$ cat src/shared/adc_ctrl_defines.svh
// Register offsets, field positions and reset values for the converter control block
`ifndef ADC_CTRL_DEFINES_SVH
`define ADC_CTRL_DEFINES_SVH

`define OFS_RESULT_LOW      8'h20
`define OFS_RESULT_HIGH     8'h21
`define OFS_CONTROL         8'h22
`define OFS_CLOCK_SELECT    8'h23
`define OFS_IRQ_STATUS      8'h24
`define OFS_IRQ_MASK        8'h25
`define REG_IDX_LSB         2
`define REG_IDX_MSB         9
`define CTRL_CHAN_LSB       0
`define CTRL_CHAN_MSB       2
`define CTRL_CFG_LSB        3
`define CTRL_CFG_MSB        5
`define CTRL_DONE_N_BIT     6
`define CTRL_START_BIT      7
`define CSEL_DIV_LSB        0
`define CSEL_DIV_MSB        1
`define CSEL_TEST_BIT       7
`define CFG_ALL_ANALOG      3'h7
`define CFG_ALL_DIGITAL     3'h0
`define HALF_DIV2           5'h00
`define HALF_DIV8           5'h03
`define HALF_DIV32          5'h0F
`define RESP_OKAY           2'h0
`define RESP_SLVERR         2'h2
`define ZERO8               8'h00

`endif

$ cat src/shared/adc_ctrl_pkg.sv
// Types shared by the converter control block
package adc_ctrl_pkg;
	typedef enum logic [1:0] {
		DIV_2   = 2'h0,
		DIV_8   = 2'h1,
		DIV_32  = 2'h2,
		DIV_UND = 2'h3
	} clk_div_e;

	typedef enum logic [1:0] {
		CONV_IDLE  = 2'h0,
		CONV_ARMED = 2'h1,
		CONV_BUSY  = 2'h2
	} conv_state_e;

	// Control register fields
	typedef struct packed {
		logic       start;
		logic       done_n;
		logic [2:0] portb_cfg;
		logic [2:0] channel_sel;
	} control_s;

	// Request to the analog core
	typedef struct packed {
		logic       power_on;
		logic       core_reset;
		logic       sample;
		logic [2:0] channel;
	} analog_req_s;
endpackage

$ cat src/adc_control_and_result_regs.sv
// Converter control and result registers behind an AXI4-Lite slave
//
// Design decision made here: register access over AXI4-Lite.
`timescale 1ns/1ps
`default_nettype none
`include "adc_ctrl_defines.svh"

// Summary of operation
// - Clock select code picks system clock divided by 2, 8 or 32.
// - Clock select bits 2 to 6 always read zero.
// - Channel select code n routes analog input n to the converter.
// - Config code k makes lowest k lines analog; code 7 makes all eight.
// - Config code zero keeps all lines digital and powers the converter down.
// - Done flag reads 1 while a conversion is pending, 0 when finished.
// - Rising start bit resets the converter and sets the done flag.
// - Conversion begins on the falling start bit after a full 0-1-0.
// - High result holds bits 11..4; low holds bits 3..0 in its top nibble.
// - Every finished conversion sets the interrupt request flag.
// - Analog lines have digital function and pull-up disabled.
module adc_control_and_result_regs #(
	parameter int CONV_CLKS = 14,
	parameter int RES_W     = 12
) (
	input  wire logic                      ref_clk_i,
	input  wire logic                      reset_i,
	// AXI4-Lite write address
	input  wire logic [31:0]               s_axi_awaddr,
	input  wire logic                      s_axi_awvalid,
	output logic                           s_axi_awready,
	// AXI4-Lite write data
	input  wire logic [31:0]               s_axi_wdata,
	input  wire logic [3:0]                s_axi_wstrb,
	input  wire logic                      s_axi_wvalid,
	output logic                           s_axi_wready,
	// AXI4-Lite write response
	output logic [1:0]                     s_axi_bresp,
	output logic                           s_axi_bvalid,
	input  wire logic                      s_axi_bready,
	// AXI4-Lite read address
	input  wire logic [31:0]               s_axi_araddr,
	input  wire logic                      s_axi_arvalid,
	output logic                           s_axi_arready,
	// AXI4-Lite read data
	output logic [31:0]                    s_axi_rdata,
	output logic [1:0]                     s_axi_rresp,
	output logic                           s_axi_rvalid,
	input  wire logic                      s_axi_rready,
	// Analog core side
	output adc_ctrl_pkg::analog_req_s      analog_req_o,
	input  wire logic [RES_W-1:0]          analog_result_i,
	output logic [7:0]                     portb_analog_o,
	output logic [7:0]                     portb_pullup_en_o,
	output logic                           test_mode_o,
	output logic                           irq_o
);
	localparam int CNT_W = $clog2(CONV_CLKS + 1);
	localparam logic [CNT_W-1:0] CONV_LAST = CNT_W'(CONV_CLKS - 1);

	adc_ctrl_pkg::control_s    ctrl_q;
	adc_ctrl_pkg::clk_div_e    div_sel_q;
	adc_ctrl_pkg::conv_state_e state_q;
	logic                      test_q;
	logic [RES_W-1:0]          result_q;
	logic [CNT_W-1:0]          conv_cnt_q;
	logic                      irq_stat_q;
	logic                      irq_mask_q;
	logic                      conv_tick;
	logic                      conv_done;
	logic                      start_rise;
	logic                      start_fall;
	logic                      power_on;

	// Write channel capture; address and data may arrive in either order
	logic                      aw_held_q;
	logic                      w_held_q;
	logic [7:0]                wdata_q;
	logic                      wstrb0_q;
	logic                      wr_fire;
	logic                      wr_hit;
	logic                      wr_ctrl;
	logic                      start_new;
	logic [7:0]                ar_idx;
	logic [7:0]                rd_byte;
	logic                      rd_hit;
	logic                      rd_fire;

	assign s_axi_awready = !aw_held_q && !s_axi_bvalid;
	assign s_axi_wready  = !w_held_q && !s_axi_bvalid;
	assign wr_fire       = aw_held_q && w_held_q && !s_axi_bvalid;

	// Each channel stays held until both are in and the response fires
	always_ff @(posedge ref_clk_i) begin
		if (reset_i) begin
			aw_held_q <= 1'b0;
			w_held_q  <= 1'b0;
			wdata_q   <= `ZERO8;
			wstrb0_q  <= 1'b0;
		end else begin
			if (s_axi_awvalid && s_axi_awready) begin
				aw_held_q <= 1'b1;
			end else if (wr_fire) begin
				aw_held_q <= 1'b0;
			end
			if (s_axi_wvalid && s_axi_wready) begin
				w_held_q <= 1'b1;
				wdata_q  <= s_axi_wdata[7:0];
				wstrb0_q <= s_axi_wstrb[0];
			end else if (wr_fire) begin
				w_held_q <= 1'b0;
			end
		end
	end

	// Printed offsets are register indices; byte address is four times index
	function automatic logic [7:0] addr_to_idx(input logic [31:0] a);
		addr_to_idx = a[`REG_IDX_MSB:`REG_IDX_LSB];
	endfunction

	function automatic logic idx_valid(input logic [31:0] a);
		idx_valid = (a[1:0] == 2'b00) && (a[31:`REG_IDX_MSB+1] == '0)
			&& (addr_to_idx(a) >= `OFS_RESULT_LOW) && (addr_to_idx(a) <= `OFS_IRQ_MASK);
	endfunction

	// Full write address, kept for decode and the range check
	logic [31:0] aw_addr_q;
	always_ff @(posedge ref_clk_i) begin
		if (reset_i) begin
			aw_addr_q <= 32'h0000_0000;
		end else if (s_axi_awvalid && s_axi_awready) begin
			aw_addr_q <= s_axi_awaddr;
		end
	end

	// Write decode from the held address
	assign wr_hit    = idx_valid(aw_addr_q);
	assign wr_ctrl   = wr_fire && wr_hit && wstrb0_q
		&& (addr_to_idx(aw_addr_q) == `OFS_CONTROL);
	assign start_new = wdata_q[`CTRL_START_BIT];

	// Write response; unmapped offsets get SLVERR, read-only ones are ignored
	always_ff @(posedge ref_clk_i) begin
		if (reset_i) begin
			s_axi_bvalid <= 1'b0;
			s_axi_bresp  <= `RESP_OKAY;
		end else if (wr_fire) begin
			s_axi_bvalid <= 1'b1;
			s_axi_bresp  <= wr_hit ? `RESP_OKAY : `RESP_SLVERR;
		end else if (s_axi_bready) begin
			s_axi_bvalid <= 1'b0;
		end
	end

	// Start edges seen from the written value
	assign start_rise = wr_ctrl && start_new && !ctrl_q.start;
	assign start_fall = wr_ctrl && !start_new && ctrl_q.start;

	// Control register; software writes every field but the done flag
	always_ff @(posedge ref_clk_i) begin
		if (reset_i) begin
			ctrl_q.start       <= 1'b0;
			ctrl_q.done_n      <= 1'b1;
			ctrl_q.portb_cfg   <= `CFG_ALL_DIGITAL;
			ctrl_q.channel_sel <= 3'h0;
		end else begin
			if (wr_ctrl) begin
				ctrl_q.start       <= start_new;
				ctrl_q.portb_cfg   <= wdata_q[`CTRL_CFG_MSB:`CTRL_CFG_LSB];
				ctrl_q.channel_sel <= wdata_q[`CTRL_CHAN_MSB:`CTRL_CHAN_LSB];
			end
			// A restart on the completing edge keeps the flag set
			if (start_rise) begin
				ctrl_q.done_n <= 1'b1;
			end else if (conv_done) begin
				ctrl_q.done_n <= 1'b0;
			end
		end
	end

	// Clock select register; bits 2..6 are not stored
	always_ff @(posedge ref_clk_i) begin
		if (reset_i) begin
			div_sel_q <= adc_ctrl_pkg::DIV_2;
			test_q    <= 1'b0;
		end else if (wr_fire && wr_hit && wstrb0_q
			&& addr_to_idx(aw_addr_q) == `OFS_CLOCK_SELECT) begin
			div_sel_q <= adc_ctrl_pkg::clk_div_e'(wdata_q[`CSEL_DIV_MSB:`CSEL_DIV_LSB]);
			test_q    <= wdata_q[`CSEL_TEST_BIT]; // test use only
		end
	end
	assign test_mode_o = test_q;

	// Converter powered only when some port B line is analog
	assign power_on = (ctrl_q.portb_cfg != `CFG_ALL_DIGITAL);

	// Divider runs only while converting, so each start sees a fresh phase
	conv_clk_div #(
		.CNT_W (5)
	) u_div (
		.ref_clk_i (ref_clk_i),
		.reset_i   (reset_i),
		.run_i     (power_on && state_q == adc_ctrl_pkg::CONV_BUSY),
		.div_sel_i (div_sel_q), // code 3 runs as code 0
		.tick_o    (conv_tick)
	);

	assign conv_done = (state_q == adc_ctrl_pkg::CONV_BUSY) && conv_tick
		&& (conv_cnt_q == CONV_LAST);

	// Conversion sequencer: rise arms and resets, fall starts, count ends
	always_ff @(posedge ref_clk_i) begin
		if (reset_i) begin
			state_q    <= adc_ctrl_pkg::CONV_IDLE;
			conv_cnt_q <= '0;
		end else begin
			case (state_q)
				adc_ctrl_pkg::CONV_IDLE: begin
					if (start_rise) begin
						state_q <= adc_ctrl_pkg::CONV_ARMED;
					end
				end
				adc_ctrl_pkg::CONV_ARMED: begin
					if (start_fall) begin
						state_q    <= adc_ctrl_pkg::CONV_BUSY;
						conv_cnt_q <= '0;
					end
				end
				adc_ctrl_pkg::CONV_BUSY: begin
					if (start_rise) begin
						state_q <= adc_ctrl_pkg::CONV_ARMED; // Restart aborts
					end else if (conv_done) begin
						state_q <= adc_ctrl_pkg::CONV_IDLE;
					end else if (conv_tick) begin
						conv_cnt_q <= conv_cnt_q + 1'b1;
					end
				end
				default: begin
					state_q <= adc_ctrl_pkg::CONV_IDLE;
				end
			endcase
		end
	end

	// Result captured on the same edge the flag clears
	always_ff @(posedge ref_clk_i) begin
		if (reset_i) begin
			result_q <= '0;
		end else if (conv_done) begin
			result_q <= analog_result_i;
		end
	end

	// Sticky interrupt status, cleared by reading it; a new event wins
	always_ff @(posedge ref_clk_i) begin
		if (reset_i) begin
			irq_stat_q <= 1'b0;
		end else if (conv_done) begin
			irq_stat_q <= 1'b1;
		end else if (rd_fire && rd_hit && ar_idx == `OFS_IRQ_STATUS) begin
			irq_stat_q <= 1'b0;
		end
	end

	// Interrupt mask, bit 0 only
	always_ff @(posedge ref_clk_i) begin
		if (reset_i) begin
			irq_mask_q <= 1'b0;
		end else if (wr_fire && wr_hit && wstrb0_q
			&& addr_to_idx(aw_addr_q) == `OFS_IRQ_MASK) begin
			irq_mask_q <= wdata_q[0];
		end
	end
	assign irq_o = irq_stat_q && irq_mask_q;

	// Analog requests towards the converter core
	assign analog_req_o.power_on   = power_on;
	assign analog_req_o.core_reset = (state_q == adc_ctrl_pkg::CONV_ARMED);
	assign analog_req_o.sample     = (state_q == adc_ctrl_pkg::CONV_BUSY);
	assign analog_req_o.channel    = ctrl_q.channel_sel;

	// Port B analog mask: lowest k lines, or all eight for code 7
	always_comb begin
		if (ctrl_q.portb_cfg == `CFG_ALL_ANALOG) begin
			portb_analog_o = 8'hFF;
		end else begin
			portb_analog_o = 8'((9'h001 << ctrl_q.portb_cfg) - 9'h001);
		end
	end
	assign portb_pullup_en_o = ~portb_analog_o;

	// Read path: one read at a time, answered one cycle after the address
	assign s_axi_arready = !s_axi_rvalid;
	assign rd_fire       = s_axi_arvalid && s_axi_arready;
	assign ar_idx        = addr_to_idx(s_axi_araddr);
	assign rd_hit        = idx_valid(s_axi_araddr);

	always_comb begin
		case (ar_idx)
			`OFS_RESULT_LOW:   rd_byte = {result_q[3:0], 4'h0};
			`OFS_RESULT_HIGH:  rd_byte = result_q[11:4];
			`OFS_CONTROL:      rd_byte = ctrl_q;
			`OFS_CLOCK_SELECT: rd_byte = {test_q, 5'h00, div_sel_q};
			`OFS_IRQ_STATUS:   rd_byte = {7'h00, irq_stat_q};
			`OFS_IRQ_MASK:     rd_byte = {7'h00, irq_mask_q};
			default:           rd_byte = `ZERO8;
		endcase
	end

	// Read answer; data stand until rready is seen
	always_ff @(posedge ref_clk_i) begin
		if (reset_i) begin
			s_axi_rvalid <= 1'b0;
			s_axi_rdata  <= 32'h0000_0000;
			s_axi_rresp  <= `RESP_OKAY;
		end else if (rd_fire) begin
			s_axi_rvalid <= 1'b1;
			s_axi_rdata  <= rd_hit ? {24'h00_0000, rd_byte} : 32'h0000_0000;
			s_axi_rresp  <= rd_hit ? `RESP_OKAY : `RESP_SLVERR;
		end else if (s_axi_rready) begin
			s_axi_rvalid <= 1'b0;
		end
	end
endmodule
`default_nettype wire

$ cat src/conv_clk_div.sv
// Converter clock tick generator divided from the system clock
`timescale 1ns/1ps
`default_nettype none
`include "adc_ctrl_defines.svh"

module conv_clk_div #(
	parameter int CNT_W = 5
) (
	input  wire logic                     ref_clk_i,
	input  wire logic                     reset_i,
	input  wire logic                     run_i,
	input  wire adc_ctrl_pkg::clk_div_e   div_sel_i,
	output logic                          tick_o
);
	logic [CNT_W-1:0] cnt_q;
	logic [CNT_W-1:0] half_limit;
	logic             phase_q;

	// Half period in system cycles minus one
	always_comb begin
		case (div_sel_i)
			adc_ctrl_pkg::DIV_2:  half_limit = `HALF_DIV2;
			adc_ctrl_pkg::DIV_8:  half_limit = `HALF_DIV8;
			adc_ctrl_pkg::DIV_32: half_limit = `HALF_DIV32;
			default:              half_limit = `HALF_DIV2; // never stalls
		endcase
	end

	// Counter and phase; tick marks one full converter clock period
	always_ff @(posedge ref_clk_i) begin
		if (reset_i || !run_i) begin
			cnt_q   <= '0;
			phase_q <= 1'b0;
		end else if (cnt_q >= half_limit) begin
			cnt_q   <= '0;
			phase_q <= ~phase_q;
		end else begin
			cnt_q <= cnt_q + 1'b1;
		end
	end

	assign tick_o = run_i && phase_q && (cnt_q >= half_limit);
endmodule
`default_nettype wire

$ cat config.mk
export PLATFORM = sky130hd
export DESIGN_NAME = adc_control_and_result_regs
export DESIGN_NICKNAME = d
export VERILOG_FILES = /design/src/shared/adc_ctrl_pkg.sv /design/src/adc_control_and_result_regs.sv /design/src/conv_clk_div.sv
export VERILOG_INCLUDE_DIRS = /design/src /design/src/shared
export SDC_FILE = /design/constraint.sdc
export NUM_CORES = 1
export LEC_CHECK = 0
export ABC_CLOCK_PERIOD_IN_PS = 4900
export BUFFER_PORTS_ARGS = -buffer_cell sky130_fd_sc_hd__buf_2
export CAP_MARGIN = 20
export CORE_MARGIN = 2
export CORE_UTILIZATION = 54
export CTS_BUF_LIST = sky130_fd_sc_hd__clkbuf_8
export CTS_CLUSTER_SIZE = 24
export DETAILED_ROUTE_END_ITERATION = 8
export PLACE_DENSITY = 0.88
export SYNTH_ARGS = -nofsm -noshare
export SYNTH_HDL_FRONTEND = slang
export SYNTH_HIERARCHICAL = 1
export SYNTH_SLANG_ARGS = --single-unit
$ cat constraint.sdc
create_clock -name ref_clk_i -period 4.9 [get_ports ref_clk_i]
set_clock_uncertainty 0.05 [all_clocks]
set_input_delay 1.47 -clock ref_clk_i [delete_from_list [all_inputs] [get_ports ref_clk_i]]
set_output_delay 1.47 -clock ref_clk_i [all_outputs]
set_load 0.05 [all_outputs]
---- Word-level counts from Yosys, hierarchy flattened ----
Cells that the tools add are included.
word-level totals
  flip-flop bits (word level) ............. 118
  latch bits .............................. 0
  RAM bits ................................ 0
  ROM bits ................................ 0
  input bits .............................. 119
  output and inout bits ................... 65
  memories kept ........................... 0
cells by class
  add/sub/neg operators ................... 3
  $mul .................................... 0
  divide/modulo/power cells ............... 0
  $lt $le $gt $ge ......................... 5
  eq/ne operators ......................... 21
  shift operators ......................... 1
  muxes and demuxes ....................... 25
  bitwise operators ....................... 2
  reduce and logical (&&, ||, !) cells .... 54
operator list
  cell                                                 number
  equality test 8 x 6 -> 1 bit, second input constant  9
  one-hot mux 8 bit (6 select lines)                   1
  logical NOT 22 bit                                   2
  logical AND 1 bit                                    30
  >= comparator 8 x 6 -> 1 bit, second input constant  2
  <= comparator 8 x 6 -> 1 bit, second input constant  2
  2-to-1 mux 4 bit                                     4
  2-to-1 mux 8 bit                                     2
  one-hot mux 4 bit (2 select lines)                   2
  2-to-1 mux 2 bit                                     6
  nonzero test 2 bit                                   6
  2-to-1 mux 1 bit                                     9
  NOT 8 bit                                            1
  << shifter 1 x 3 -> 8 bit, first input constant      1
  subtractor 8 x 1 -> 8 bit, second input constant     1
  logical NOT 1 bit                                    7
  logical NOT 2 bit                                    3
  != test 2 bit, second input constant                 3
  one-hot mux 2 bit (3 select lines)                   1
  adder 5 x 1 -> 5 bit, second input constant          1
  >= comparator 5 x 4 -> 1 bit                         1
  AND reduction 5 bit                                  1
  adder 4 x 1 -> 4 bit, second input constant          1
  equality test 2 x 1 -> 1 bit, second input constant  2
  other kinds (10)                                     13

---- Logic depth before layout (Yosys ltp) ----
Gate-level depths: netlist of the first run.
  depth in word-level cells ............... 11
  gate-level depth with buffers ........... 13
  gate-level depth less buffers ........... 13

---- Cells and area by module ----
Netlist of the first run, hierarchy kept.
modules (own cells, without submodules)
  module                       instances  cells each  area an instance (um^2)
  adc_control_and_result_regs  1          519         4112.7
  conv_clk_div                 1          37          364.1

---- Worst setup path before layout of the first run ----
OpenSTA, ideal clock, no wires.
  kind .................................... flip-flop to output port
  from .................................... register ctrl_q[4] (netlist bit)
  to ...................................... output port portb_pullup_en_o[6]
  data arrival time ....................... 2.739 ns
  required time ........................... 3.380 ns
  setup slack ............................. 0.641 ns
  cell stages (with the launch flop) ...... 7
  path buffers ............................ 1
  path through ............................ dfxtp_1 -> clkbuf_1 -> or3_1 -> ha_1 -> nand2_1 -> o21ai_0 -> inv_1
on the way
  cells in the longest elaborated chain, start to end .. 4
  elaborated cells on any way between the ends .. 5
ends and longest elaborated chain
  item                       RTL line                            source
  from (decl)                adc_control_and_result_regs.sv:59   adc_ctrl_pkg::control_s ctrl_q;
  << shifter 1 x 3 -> 8 bit  adc_control_and_result_regs.sv:285  portb_analog_o = 8'((9'h001 << ctrl_q.portb_cfg) - 9'h001);
  subtractor 8 x 1 -> 8 bit  adc_control_and_result_regs.sv:285
  2-to-1 mux 8 bit *         adc_control_and_result_regs.sv:282  if (ctrl_q.portb_cfg == `CFG_ALL_ANALOG) begin
  net portb_analog_o[6]      adc_control_and_result_regs.sv:51   output logic [7:0] portb_analog_o,
  NOT 8 bit *                adc_control_and_result_regs.sv:288  assign portb_pullup_en_o = ~portb_analog_o;
  to (decl)                  adc_control_and_result_regs.sv:52   output logic [7:0] portb_pullup_en_o,
Mark *: on every way through the listed nets, which the timed path passes. The rest lies on a longest branch.

---- Final worst setup path of the first run ----
  from .................................... register ctrl_q[4] (netlist bit)
  to ...................................... output port portb_pullup_en_o[4]
on the way
  cells in the longest elaborated chain, start to end .. 4
  elaborated cells on any way between the ends .. 5
ends and longest elaborated chain
  item                       RTL line
  << shifter 1 x 3 -> 8 bit  adc_control_and_result_regs.sv:285
  subtractor 8 x 1 -> 8 bit  adc_control_and_result_regs.sv:285
  2-to-1 mux 8 bit *         adc_control_and_result_regs.sv:282
  NOT 8 bit *                adc_control_and_result_regs.sv:288
Mark *: on every way between the ends. The rest lies on a longest branch, timed or not.

==> results.json, run 1 <==
{
  "final_nets": 790,
  "finalWirelength_mm": 10.5,
  "num_vias": 4124,
  "grt_use_met2": 0.411,
  "crit_arrival_ps": 2240,
  "setup-violations-final": 0,
  "area_delta_synth_final_pct": 16.5,
  "antenna_found_initial": 0,
  "ctsHoldBuffers": 0,
  "via_per_inst": 5.34,
  "synthCells": 556,
  "grt_pass1_wl_mm": 16.1,
  "nFillCells": 677,
  "p_leak_nw": 2.20,
  "insertion_delay_ps": 360,
  "yosysSeqAreaShare": 0.407,
  "yosysWarnings": 6,
  "worstPathCellList": "or3_1 -> ha_1 -> nand2b_1 -> nor2_1 -> a21oi_1 -> nor2_1 -> a31o_2 -> buf_2",
  "numCtsBuffers": 9,
  "synth_ff_type": "dfxtp_1",
  "crit_top_cell": "nor2_1",
  "grt_overflow": 0,
  "hpwl_mm": 7.97,
  "synth_seq_cells": 91,
  "min_path_type": "flop to flop",
  "drc": 0,
  "syn_area_per_cell_um2": 8.05,
  "path_clk_slew_ps": 80,
  "use_met1": 0.257,
  "cp-end-kind": "output port",
  "use_met3": 0.0640,
  "worstSetupPathType": "flop to output port",
  "drv_slew": 0,
  "rsz0062_at_grt": "no",
  "fmax_mhz": 266,
  "crit_path_max_incr_delay_ps": 440,
  "die_w_um": 95.1,
  "critPathRequiredTime_ps": 3380,
  "clk_path_buf_depth": 2,
  "drive_above_1_share": 0.256,
  "ant_nets": 0,
  "fin_ws_ps": 1140,
  "cts_tree": "built",
  "first_global_vias": 3649,
  "tightest_slew_ps": 998,
  "h-tree-depth": 3,
  "io_pins": 184,
  "numPortBuffers": 129,
  "fin_crit_sh": 0.768,
  "synth_edf_count": 0,
  "final_util": 0.641,
  "finalHoldViolations": 0,
  "post-place-ws_ps": 1520,
  "async_reset_ff_frac": 0,
  "period_minus_slack_ps": 3760,
  "grt.busiest_layer": "met2",
  "drt-pass1-iter-count": 4,
  "grt_max_degree": 49,
  "pwr_density_cell_nw_per_um2": 291,
  "cp_slowest_cell": "dfxtp_1",
  "initialDrtViolationCount": 209,
  "die_h_um": 95.1,
  "grt_usage": 0.227,
  "core_um2": 8130,
  "peakVddDrop_mv": 0.338,
  "num_rows": 33,
  "clockRootBuffer": "clkbuf_8",
  "final.setup.tns_ps": 0,
  "netlist_area_um2": 4480,
  "crit_path_start_kind": "flop",
  "status": "complete, no violations",
  "gp_congestion": 0.817,
  "cap_violations": 0,
  "path_max_fanout": 12,
  "cts_resized": 0,
  "start_util": 0.550,
  "cts.sinks": 91,
  "maxSlewHeadroom": 0.333,
  "die_area_um2": 9030,
  "synthDistinctLibCells": 60,
  "avgRoutedWirePerCell_um": 13.6,
  "cts_setup_buffers": 0,
  "n_antenna_cell": 0
}
## final timing paths
check               start              endpoint  slack [ps]  cells past startpoint
max             ctrl_q[4]  portb_pullup_en_o[4]        1140                      8
min          aw_addr_q[7]          aw_addr_q[7]         400                      2
max reg2reg  div_sel_q[0]         conv_cnt_q[1]        1890                     13
min reg2reg  aw_addr_q[7]          aw_addr_q[7]         400                      2
## stage by stage
| stage | hold WS, ps | instances | total power [mW] | cell area (um2) |
|---|---|---|---|---|
| after floorplan | 380 | 581 | 0.971 | 4570 |
| after CTS | 404 | 772 | 1.52 | 5210 |
| final | 404 | 772 | 1.51 | 5210 |
| after detailed placement | 392 | 756 | 1.02 | 5010 |
| after global routing | 426 | 772 | 1.57 | 5210 |
| after global placement | 389 | 756 | 1.01 | 5010 |
## worst max-delay path: cells and delay by family, from the launching register on
family | cells | cell delay [ps]
simple gates | 4 | 660
flops | 1 | 440
compound gates | 2 | 340
fa+ha+maj | 1 | 250
buf+inv | 1 | 200
## state kept, by name, summed over array words and instances, names as in the netlist, 3 cells and up
signal / flops
u_div/cnt_q: 5
ctrl_q: 5
result_q: 12
wdata_q: 7
s_axi_rdata: 8
analog_req_o: 3
aw_addr_q: 32
conv_cnt_q: 4
## cell families (layout without fill, tap and decap cells)
logic type / after synthesis / after routing / synth area share
adder cells (fa/ha/maj): 9 / 9 / 0.0252
AO/OA/AOI/OAI: 113 / 113 / 0.157
XOR/XNOR: 2 / 2 / 0.00391
buffers and inverters: 86 / 172 / 0.0995
other: 1 / 26 / 0.000838
AND/OR/NAND/NOR: 241 / 241 / 0.274
flip-flops: 91 / 91 / 0.407
multiplexers: 13 / 13 / 0.0330
## synth_stat cells, types with 5 or more instances
| cell | instances | share of area |
|---|---|---|
| nand2_1 | 127 | 0.11 |
| dfxtp_1 | 91 | 0.41 |
| a21oi_1 | 69 | 0.077 |
| nor2_1 | 34 | 0.029 |
| buf_4 | 30 | 0.050 |
| clkbuf_1 | 25 | 0.021 |
| inv_1 | 25 | 0.021 |
| o21ai_0 | 13 | 0.015 |
| mux2i_1 | 11 | 0.025 |
| ha_1 | 9 | 0.025 |
| nand2b_1 | 9 | 0.013 |
| nand3_1 | 9 | 0.010 |
| nor3_1 | 8 | 0.0089 |
| a22oi_1 | 7 | 0.012 |
| nand4_1 | 7 | 0.0098 |
| nor4_1 | 7 | 0.0098 |
| and2_1 | 6 | 0.0084 |
| nor4_2 | 5 | 0.014 |
## cell usage in the layout, fill, tap and decap left out, types with 3 or more instances in the layout
cell,count
clkbuf_8,10
o31ai_1,3
ha_1,9
a22oi_1,7
a21oi_1,69
o21ai_0,13
nor4_2,5
or3_1,4
and2_1,6
nor4_1,7
nand3_1,9
and4_1,3
nand4_1,7
nand2b_1,9
nor4_4,3
nor2_1,34
nor3_1,8
dfxtp_1,91
nor2b_1,4
conb_1,26
nand2_1,127
mux2i_1,11
buf_2,129
inv_1,26
## area by class of cell
class,count,area [um2],area share
multi-input combinational,404,2300,0.442
sequential,91,1820,0.349
timing repair buffer,131,661,0.127
clock buffer,10,138,0.0264
tap,105,131,0.0252
inverter,25,93.8,0.0180
clock inverter,6,65.1,0.0125
## where the power goes
| group | internal, mW | switching [mW] | total (mW) |
|---|---|---|---|
| Combinational | 0.0645 | 0.148 | 0.213 |
| Sequential | 0.765 | 0.0202 | 0.785 |
| Clock | 0.251 | 0.266 | 0.516 |
## layer usage
metal | share of wire | wire length, um
met3 | 0.079 | 832
met1 | 0.40 | 4200
met4 | 0.014 | 143
met2 | 0.51 | 5350
met5 | 0 | 0
(Power assumes the default switching activity.)
==> inputs of run 2 (changes only) <==
--- a/config.mk
+++ b/config.mk
@@ -6,15 +6,15 @@
 export SDC_FILE = /design/constraint.sdc
 export NUM_CORES = 1
 export LEC_CHECK = 0
-export ABC_CLOCK_PERIOD_IN_PS = 4900
+export ABC_CLOCK_PERIOD_IN_PS = 3200
 export BUFFER_PORTS_ARGS = -buffer_cell sky130_fd_sc_hd__buf_2
 export CAP_MARGIN = 20
 export CORE_MARGIN = 2
-export CORE_UTILIZATION = 54
+export CORE_UTILIZATION = 45
 export CTS_BUF_LIST = sky130_fd_sc_hd__clkbuf_8
 export CTS_CLUSTER_SIZE = 24
 export DETAILED_ROUTE_END_ITERATION = 8
-export PLACE_DENSITY = 0.88
+export PLACE_DENSITY = 0.78
 export SYNTH_ARGS = -nofsm -noshare
 export SYNTH_HDL_FRONTEND = slang
 export SYNTH_HIERARCHICAL = 1
==> constraint.sdc (replaced) <==
create_clock -name ref_clk_i -period 3.2 [get_ports ref_clk_i]
set_clock_uncertainty 0.05 [all_clocks]
set_input_delay 0.96 -clock ref_clk_i [delete_from_list [all_inputs] [get_ports ref_clk_i]]
set_output_delay 0.96 -clock ref_clk_i [all_outputs]
set_load 0.05 [all_outputs]
==> results.json, run 2 (synthesized netlist as in run 1, its figures left out) <==
{
  "status": "complete, no violations",
  "tightest_slew_ps": 623,
  "critPathRequiredTime_ps": 2190,
  "grt_overflow": 0,
  "final_util": 0.551,
  "cp_slowest_cell": "or3_1",
  "r2r_cells": 13,
  "die_h_um": 104,
  "die_area_um2": 10800,
  "h-tree-depth": 3,
  "path_clk_slew_ps": 80,
  "avgRoutedWirePerCell_um": 13.3,
  "gp_congestion": 0.781,
  "cts_tree": "built",
  "start_util": 0.460,
  "drt-pass1-iter-count": 4,
  "crit_path_max_incr_delay_ps": 390,
  "peakVddDrop_mv": 0.312,
  "cap_violations": 0,
  "grt_pass1_wl_mm": 17.7,
  "io_pins": 184,
  "largest_reg_flops": 32,
  "pwr_density_cell_nw_per_um2": 448,
  "dp.cells": 792,
  "core_um2": 9730,
  "antenna_found_initial": 0,
  "worstSetupEndpoint": "portb_pullup_en_o[4]",
  "die_w_um": 104,
  "cp-end-kind": "output port",
  "grt_max_degree": 43,
  "grt_usage": 0.198,
  "numCtsBuffers": 9,
  "critPathBufInv": 1,
  "period_minus_slack_ps": 3070,
  "num_rows": 36,
  "cts.sinks": 91,
  "initialDrtViolationCount": 224,
  "p_leak_nw": 2.25,
  "reg_top3": "aw_addr_q (32), result_q (12), s_axi_rdata (8)",
  "drv_slew": 0,
  "final_nets": 799,
  "clk_path_buf_depth": 2,
  "min_path_type": "flop to flop",
  "worstSetupPathType": "flop to output port",
  "ant_nets": 0,
  "drive_above_1_share": 0.275,
  "layout_commonest_cell": "buf_2",
  "power.total_mw": 2.40,
  "finalWirelength_mm": 10.7,
  "setup-violations-final": 0,
  "layout_common_cells": "buf_2, nand2_1, dfxtp_1, a21oi_1, nor2_1",
  "via_per_inst": 5.08,
  "clockRootBuffer": "clkbuf_8",
  "cp_num_cells": 8,
  "startpoint": "ctrl_q[3]",
  "maxSlewHeadroom": 0.579,
  "crit_path_start_kind": "flop",
  "stdcell_count": 809,
  "numPortBuffers": 129,
  "num_vias": 4110,
  "area_delta_synth_final_pct": 19.8,
  "fmax_mhz": 326,
  "crit_top_cell": "nor2_1",
  "regMostFlops": "aw_addr_q",
  "crit_arrival_ps": 2060,
  "nFillCells": 901,
  "drc": 0,
  "reg2reg_to": "conv_cnt_q[2]",
  "path_max_fanout": 5,
  "first_global_vias": 3907,
  "hpwl_mm": 8.21,
  "n_antenna_cell": 0,
  "finalHoldViolations": 0,
  "timing.rr.start": "div_sel_q[0]",
  "path_delay_family": "simple AND/OR/NAND/NOR gates",
  "r2r_setup_slack_ps": 240,
  "fin_crit_sh": 0.958,
  "hold_slack_ps": 413,
  "insertion_delay_ps": 350,
  "worstPathCellList": "or3_1 -> ha_1 -> nand2b_1 -> nor2_1 -> a21oi_1 -> nor2_1 -> a31o_2 -> buf_2",
  "rsz0062_at_grt": "no"
}
[run 2: power breakdown]
group	leakage [nW]	internal, mW	switching [mW]
Sequential	0.740	1.17	0.0304
Combinational	1.39	0.103	0.230
Clock	0.117	0.479	0.390
[run 2: timing repair]
action                                  4_1_cts  5_1_grt
buffers inserted                              0        1
endpoints found under the setup margin        0        2
gates resized for setup                       0        1
hold buffers                                  0        0
[run 2: layout make-up]
type | instances | area [um2] | share of cell area
flip-flops and latches | 91 | 1820 | 0.340
repair buffers | 140 | 731 | 0.136
well taps | 133 | 166 | 0.0310
clock buffers | 11 | 151 | 0.0282
inverters | 25 | 97.6 | 0.0182
multi-input cells | 404 | 2320 | 0.432
clock inverters | 5 | 76.3 | 0.0142
[run 2: how the worst min path moves through the flow]
stage	depth (start not counted)	from	endpoint
3_5_place_dp	2	result_q[4]	result_q[4]
5_1_grt	2	aw_addr_q[10]	aw_addr_q[10]
6_report	2	aw_addr_q[10]	aw_addr_q[10]
4_1_cts	2	result_q[4]	result_q[4]
2_1_floorplan	1	u_div/cnt_q[0]	u_div/cnt_q[0]
3_3_place_gp	2	aw_addr_q[7]	aw_addr_q[7]
[run 2: routing by layer]
metal,wire length [um],global-route usage
met1,4490,0.228
met2,5300,0.355
met3,713,0.0441
met4,221,0.0772
met5,0,0
[run 2: worst register-to-register path, cell delays in order, from the launching register on]
cell,delay (ps)
dfxtp_1,380
inv_1,60
ha_1,290
inv_1,50
ha_1,270
nand2b_4,150
a211oi_4,280
o21ai_2,90
and3_1,210
nand4_1,110
nor2_1,60
nor4b_1,550
a41oi_1,200
o31ai_1,110
[run 2: per-stage QoR]
stage / setup TNS (ps) / setup WS (ps) / area, um2
floorplan: -75.8 / -75.8 / 4590
global placement: 0 / 437 / 5130
detailed placement: 0 / 353 / 5130
CTS: 0 / 69.5 / 5350
global route: 0 / 36.8 / 5360
finish: 0 / 133 / 5360
==> inputs of run 3 (changes only) <==
--- a/config.mk
+++ b/config.mk
@@ -14,8 +14,10 @@
 export CTS_BUF_LIST = sky130_fd_sc_hd__clkbuf_8
 export CTS_CLUSTER_SIZE = 24
 export DETAILED_ROUTE_END_ITERATION = 8
+export GPL_TIMING_DRIVEN = 0
 export PLACE_DENSITY = 0.78
 export SYNTH_ARGS = -nofsm -noshare
 export SYNTH_HDL_FRONTEND = slang
 export SYNTH_HIERARCHICAL = 1
 export SYNTH_SLANG_ARGS = --single-unit
+export TNS_END_PERCENT = 10
==> results.json, run 3 (synthesized netlist as in run 1, its figures left out) <==
{
  "status": "complete, no violations",
  "first_global_vias": 4094,
  "cp_slowest_cell": "or3_4",
  "timing.rr.start": "div_sel_q[0]",
  "cap_violations": 0,
  "path_clk_slew_ps": 80,
  "startpoint": "ctrl_q[4]",
  "core_um2": 9730,
  "maxSlewHeadroom": 0.592,
  "drive_above_1_share": 0.290,
  "num_rows": 36,
  "n_antenna_cell": 0,
  "nFillCells": 921,
  "drv_slew": 0,
  "finalWirelength_mm": 11.6,
  "via_per_inst": 5.08,
  "worstPathCellList": "clkbuf_8 -> or3_4 -> ha_4 -> nand2b_1 -> nor2_1 -> a21oi_1 -> nor2_1 -> a31o_2 -> buf_6",
  "crit_path_max_incr_delay_ps": 390,
  "critPathBufInv": 2,
  "reg_top3": "aw_addr_q (32), result_q (12), s_axi_rdata (8)",
  "path_max_fanout": 10,
  "crit_path_start_kind": "flop",
  "fin_ws_ps": 77.2,
  "power.total_mw": 2.36,
  "tightest_slew_ps": 612,
  "critPathRequiredTime_ps": 2190,
  "grt_usage": 0.214,
  "fin_crit_sh": 0.976,
  "area_delta_synth_final_pct": 25.7,
  "initialDrtViolationCount": 239,
  "start_util": 0.460,
  "avgRoutedWirePerCell_um": 13.6,
  "hpwl_mm": 9.28,
  "ant_nets": 0,
  "dp.cells": 841,
  "antenna_found_initial": 0,
  "regMostFlops": "aw_addr_q",
  "clockRootBuffer": "clkbuf_8",
  "grt_max_degree": 15,
  "largest_reg_flops": 32,
  "peakVddDrop_mv": 0.318,
  "period_minus_slack_ps": 3120,
  "die_area_um2": 10800,
  "drc": 0,
  "numPortBuffers": 127,
  "insertion_delay_ps": 350,
  "crit_arrival_ps": 2110,
  "worstSetupPathType": "flop to output port",
  "setup-violations-final": 0,
  "num_vias": 4346,
  "io_pins": 184,
  "grt_overflow": 0,
  "crit_top_cell": "nor2_1",
  "min_path_type": "flop to flop",
  "cp-end-kind": "output port",
  "pwr_density_cell_nw_per_um2": 419,
  "layout_common_cells": "buf_2, nand2_1, dfxtp_1, a21oi_1, nor2_1",
  "cts.sinks": 91,
  "drt-pass1-iter-count": 5,
  "final_nets": 846,
  "ctsHoldBuffers": 0,
  "post-place-ws_ps": 172,
  "die_h_um": 104,
  "stdcell_count": 856,
  "gp_congestion": 0.834,
  "cts_tree": "built",
  "die_w_um": 104,
  "path_delay_family": "simple AND/OR/NAND/NOR gates",
  "hold_start": "wdata_q[4]",
  "p_leak_nw": 2.40,
  "clk_path_buf_depth": 2,
  "h-tree-depth": 3,
  "grt_pass1_wl_mm": 19.1,
  "layout_commonest_cell": "buf_2",
  "fmax_mhz": 320,
  "numCtsBuffers": 9,
  "finalHoldViolations": 0
}
## run 3: cell count changes in the layout (fill, tap and decap cells not counted), sizes merged
cell      delta
clkinvlp     -1
clkinv       +2
buf         +24
bufinv       -1
clkbuf      +23
## run 3: worst register-to-register path: cells and delay by family, from the launching register on
| kind | cells | cell delay (ps) |
|---|---|---|
| adders and majority gates | 2 | 560 |
| and+or+nand+nor | 5 | 1080 |
| buffers and inverters | 2 | 110 |
| DFF | 1 | 370 |
| AOI/OAI and AO/OA | 4 | 660 |
## run 3: what timing repair did
item | in CTS | in global routing
setup buffers | 1 | 0
resized for setup | 5 | 8
endpoints found under the setup margin | 6 | 3
## run 3: per-layer routing
| metal | part of all wire | wire length [um] | GRT usage |
|---|---|---|---|
| met1 | 0.41 | 4730 | 0.252 |
| met2 | 0.50 | 5880 | 0.389 |
| met3 | 0.078 | 908 | 0.0573 |
| met4 | 0.011 | 129 | 0.0463 |
| met5 | 0 | 0 | 0 |
## run 3: layout make-up
cell class / instances / area, um2 / share of cell area
multi-input combinational: 404 / 2330 / 0.414
buffer: 59 / 354 / 0.0629
inverter: 25 / 97.6 / 0.0173
tap: 133 / 166 / 0.0296
clock inverter: 5 / 52.6 / 0.00934
sequential: 91 / 1820 / 0.324
clock buffer: 11 / 151 / 0.0269
timing repair buffer: 128 / 654 / 0.116
## run 3: stage by stage
step	hold slack, ps	TNS [ps]	util	area, um2
after global routing	420	-4.11	0.579	5630
after CTS	411	0	0.576	5600
after floorplan	380	-342	-	4580
after global placement	390	0	0.553	5380
final	401	0	0.579	5630
after detailed placement	399	0	0.553	5380
## run 3: final timing paths
path,endpoint,slack (ps),cells after the start
max,portb_pullup_en_o[4],80,9
min,ctrl_q[4],400,2
max reg2reg,conv_cnt_q[2],270,13
min reg2reg,ctrl_q[4],400,2
## run 3: report_power, final
group / total (mW) / leakage (nW) / switching [mW] / internal [mW]
Combinational: 0.375 / 1.55 / 0.244 / 0.131
Clock: 0.781 / 0.110 / 0.381 / 0.400
Sequential: 1.20 / 0.741 / 0.0310 / 1.17
Total: 2.36 / 2.40 / 0.657 / 1.70
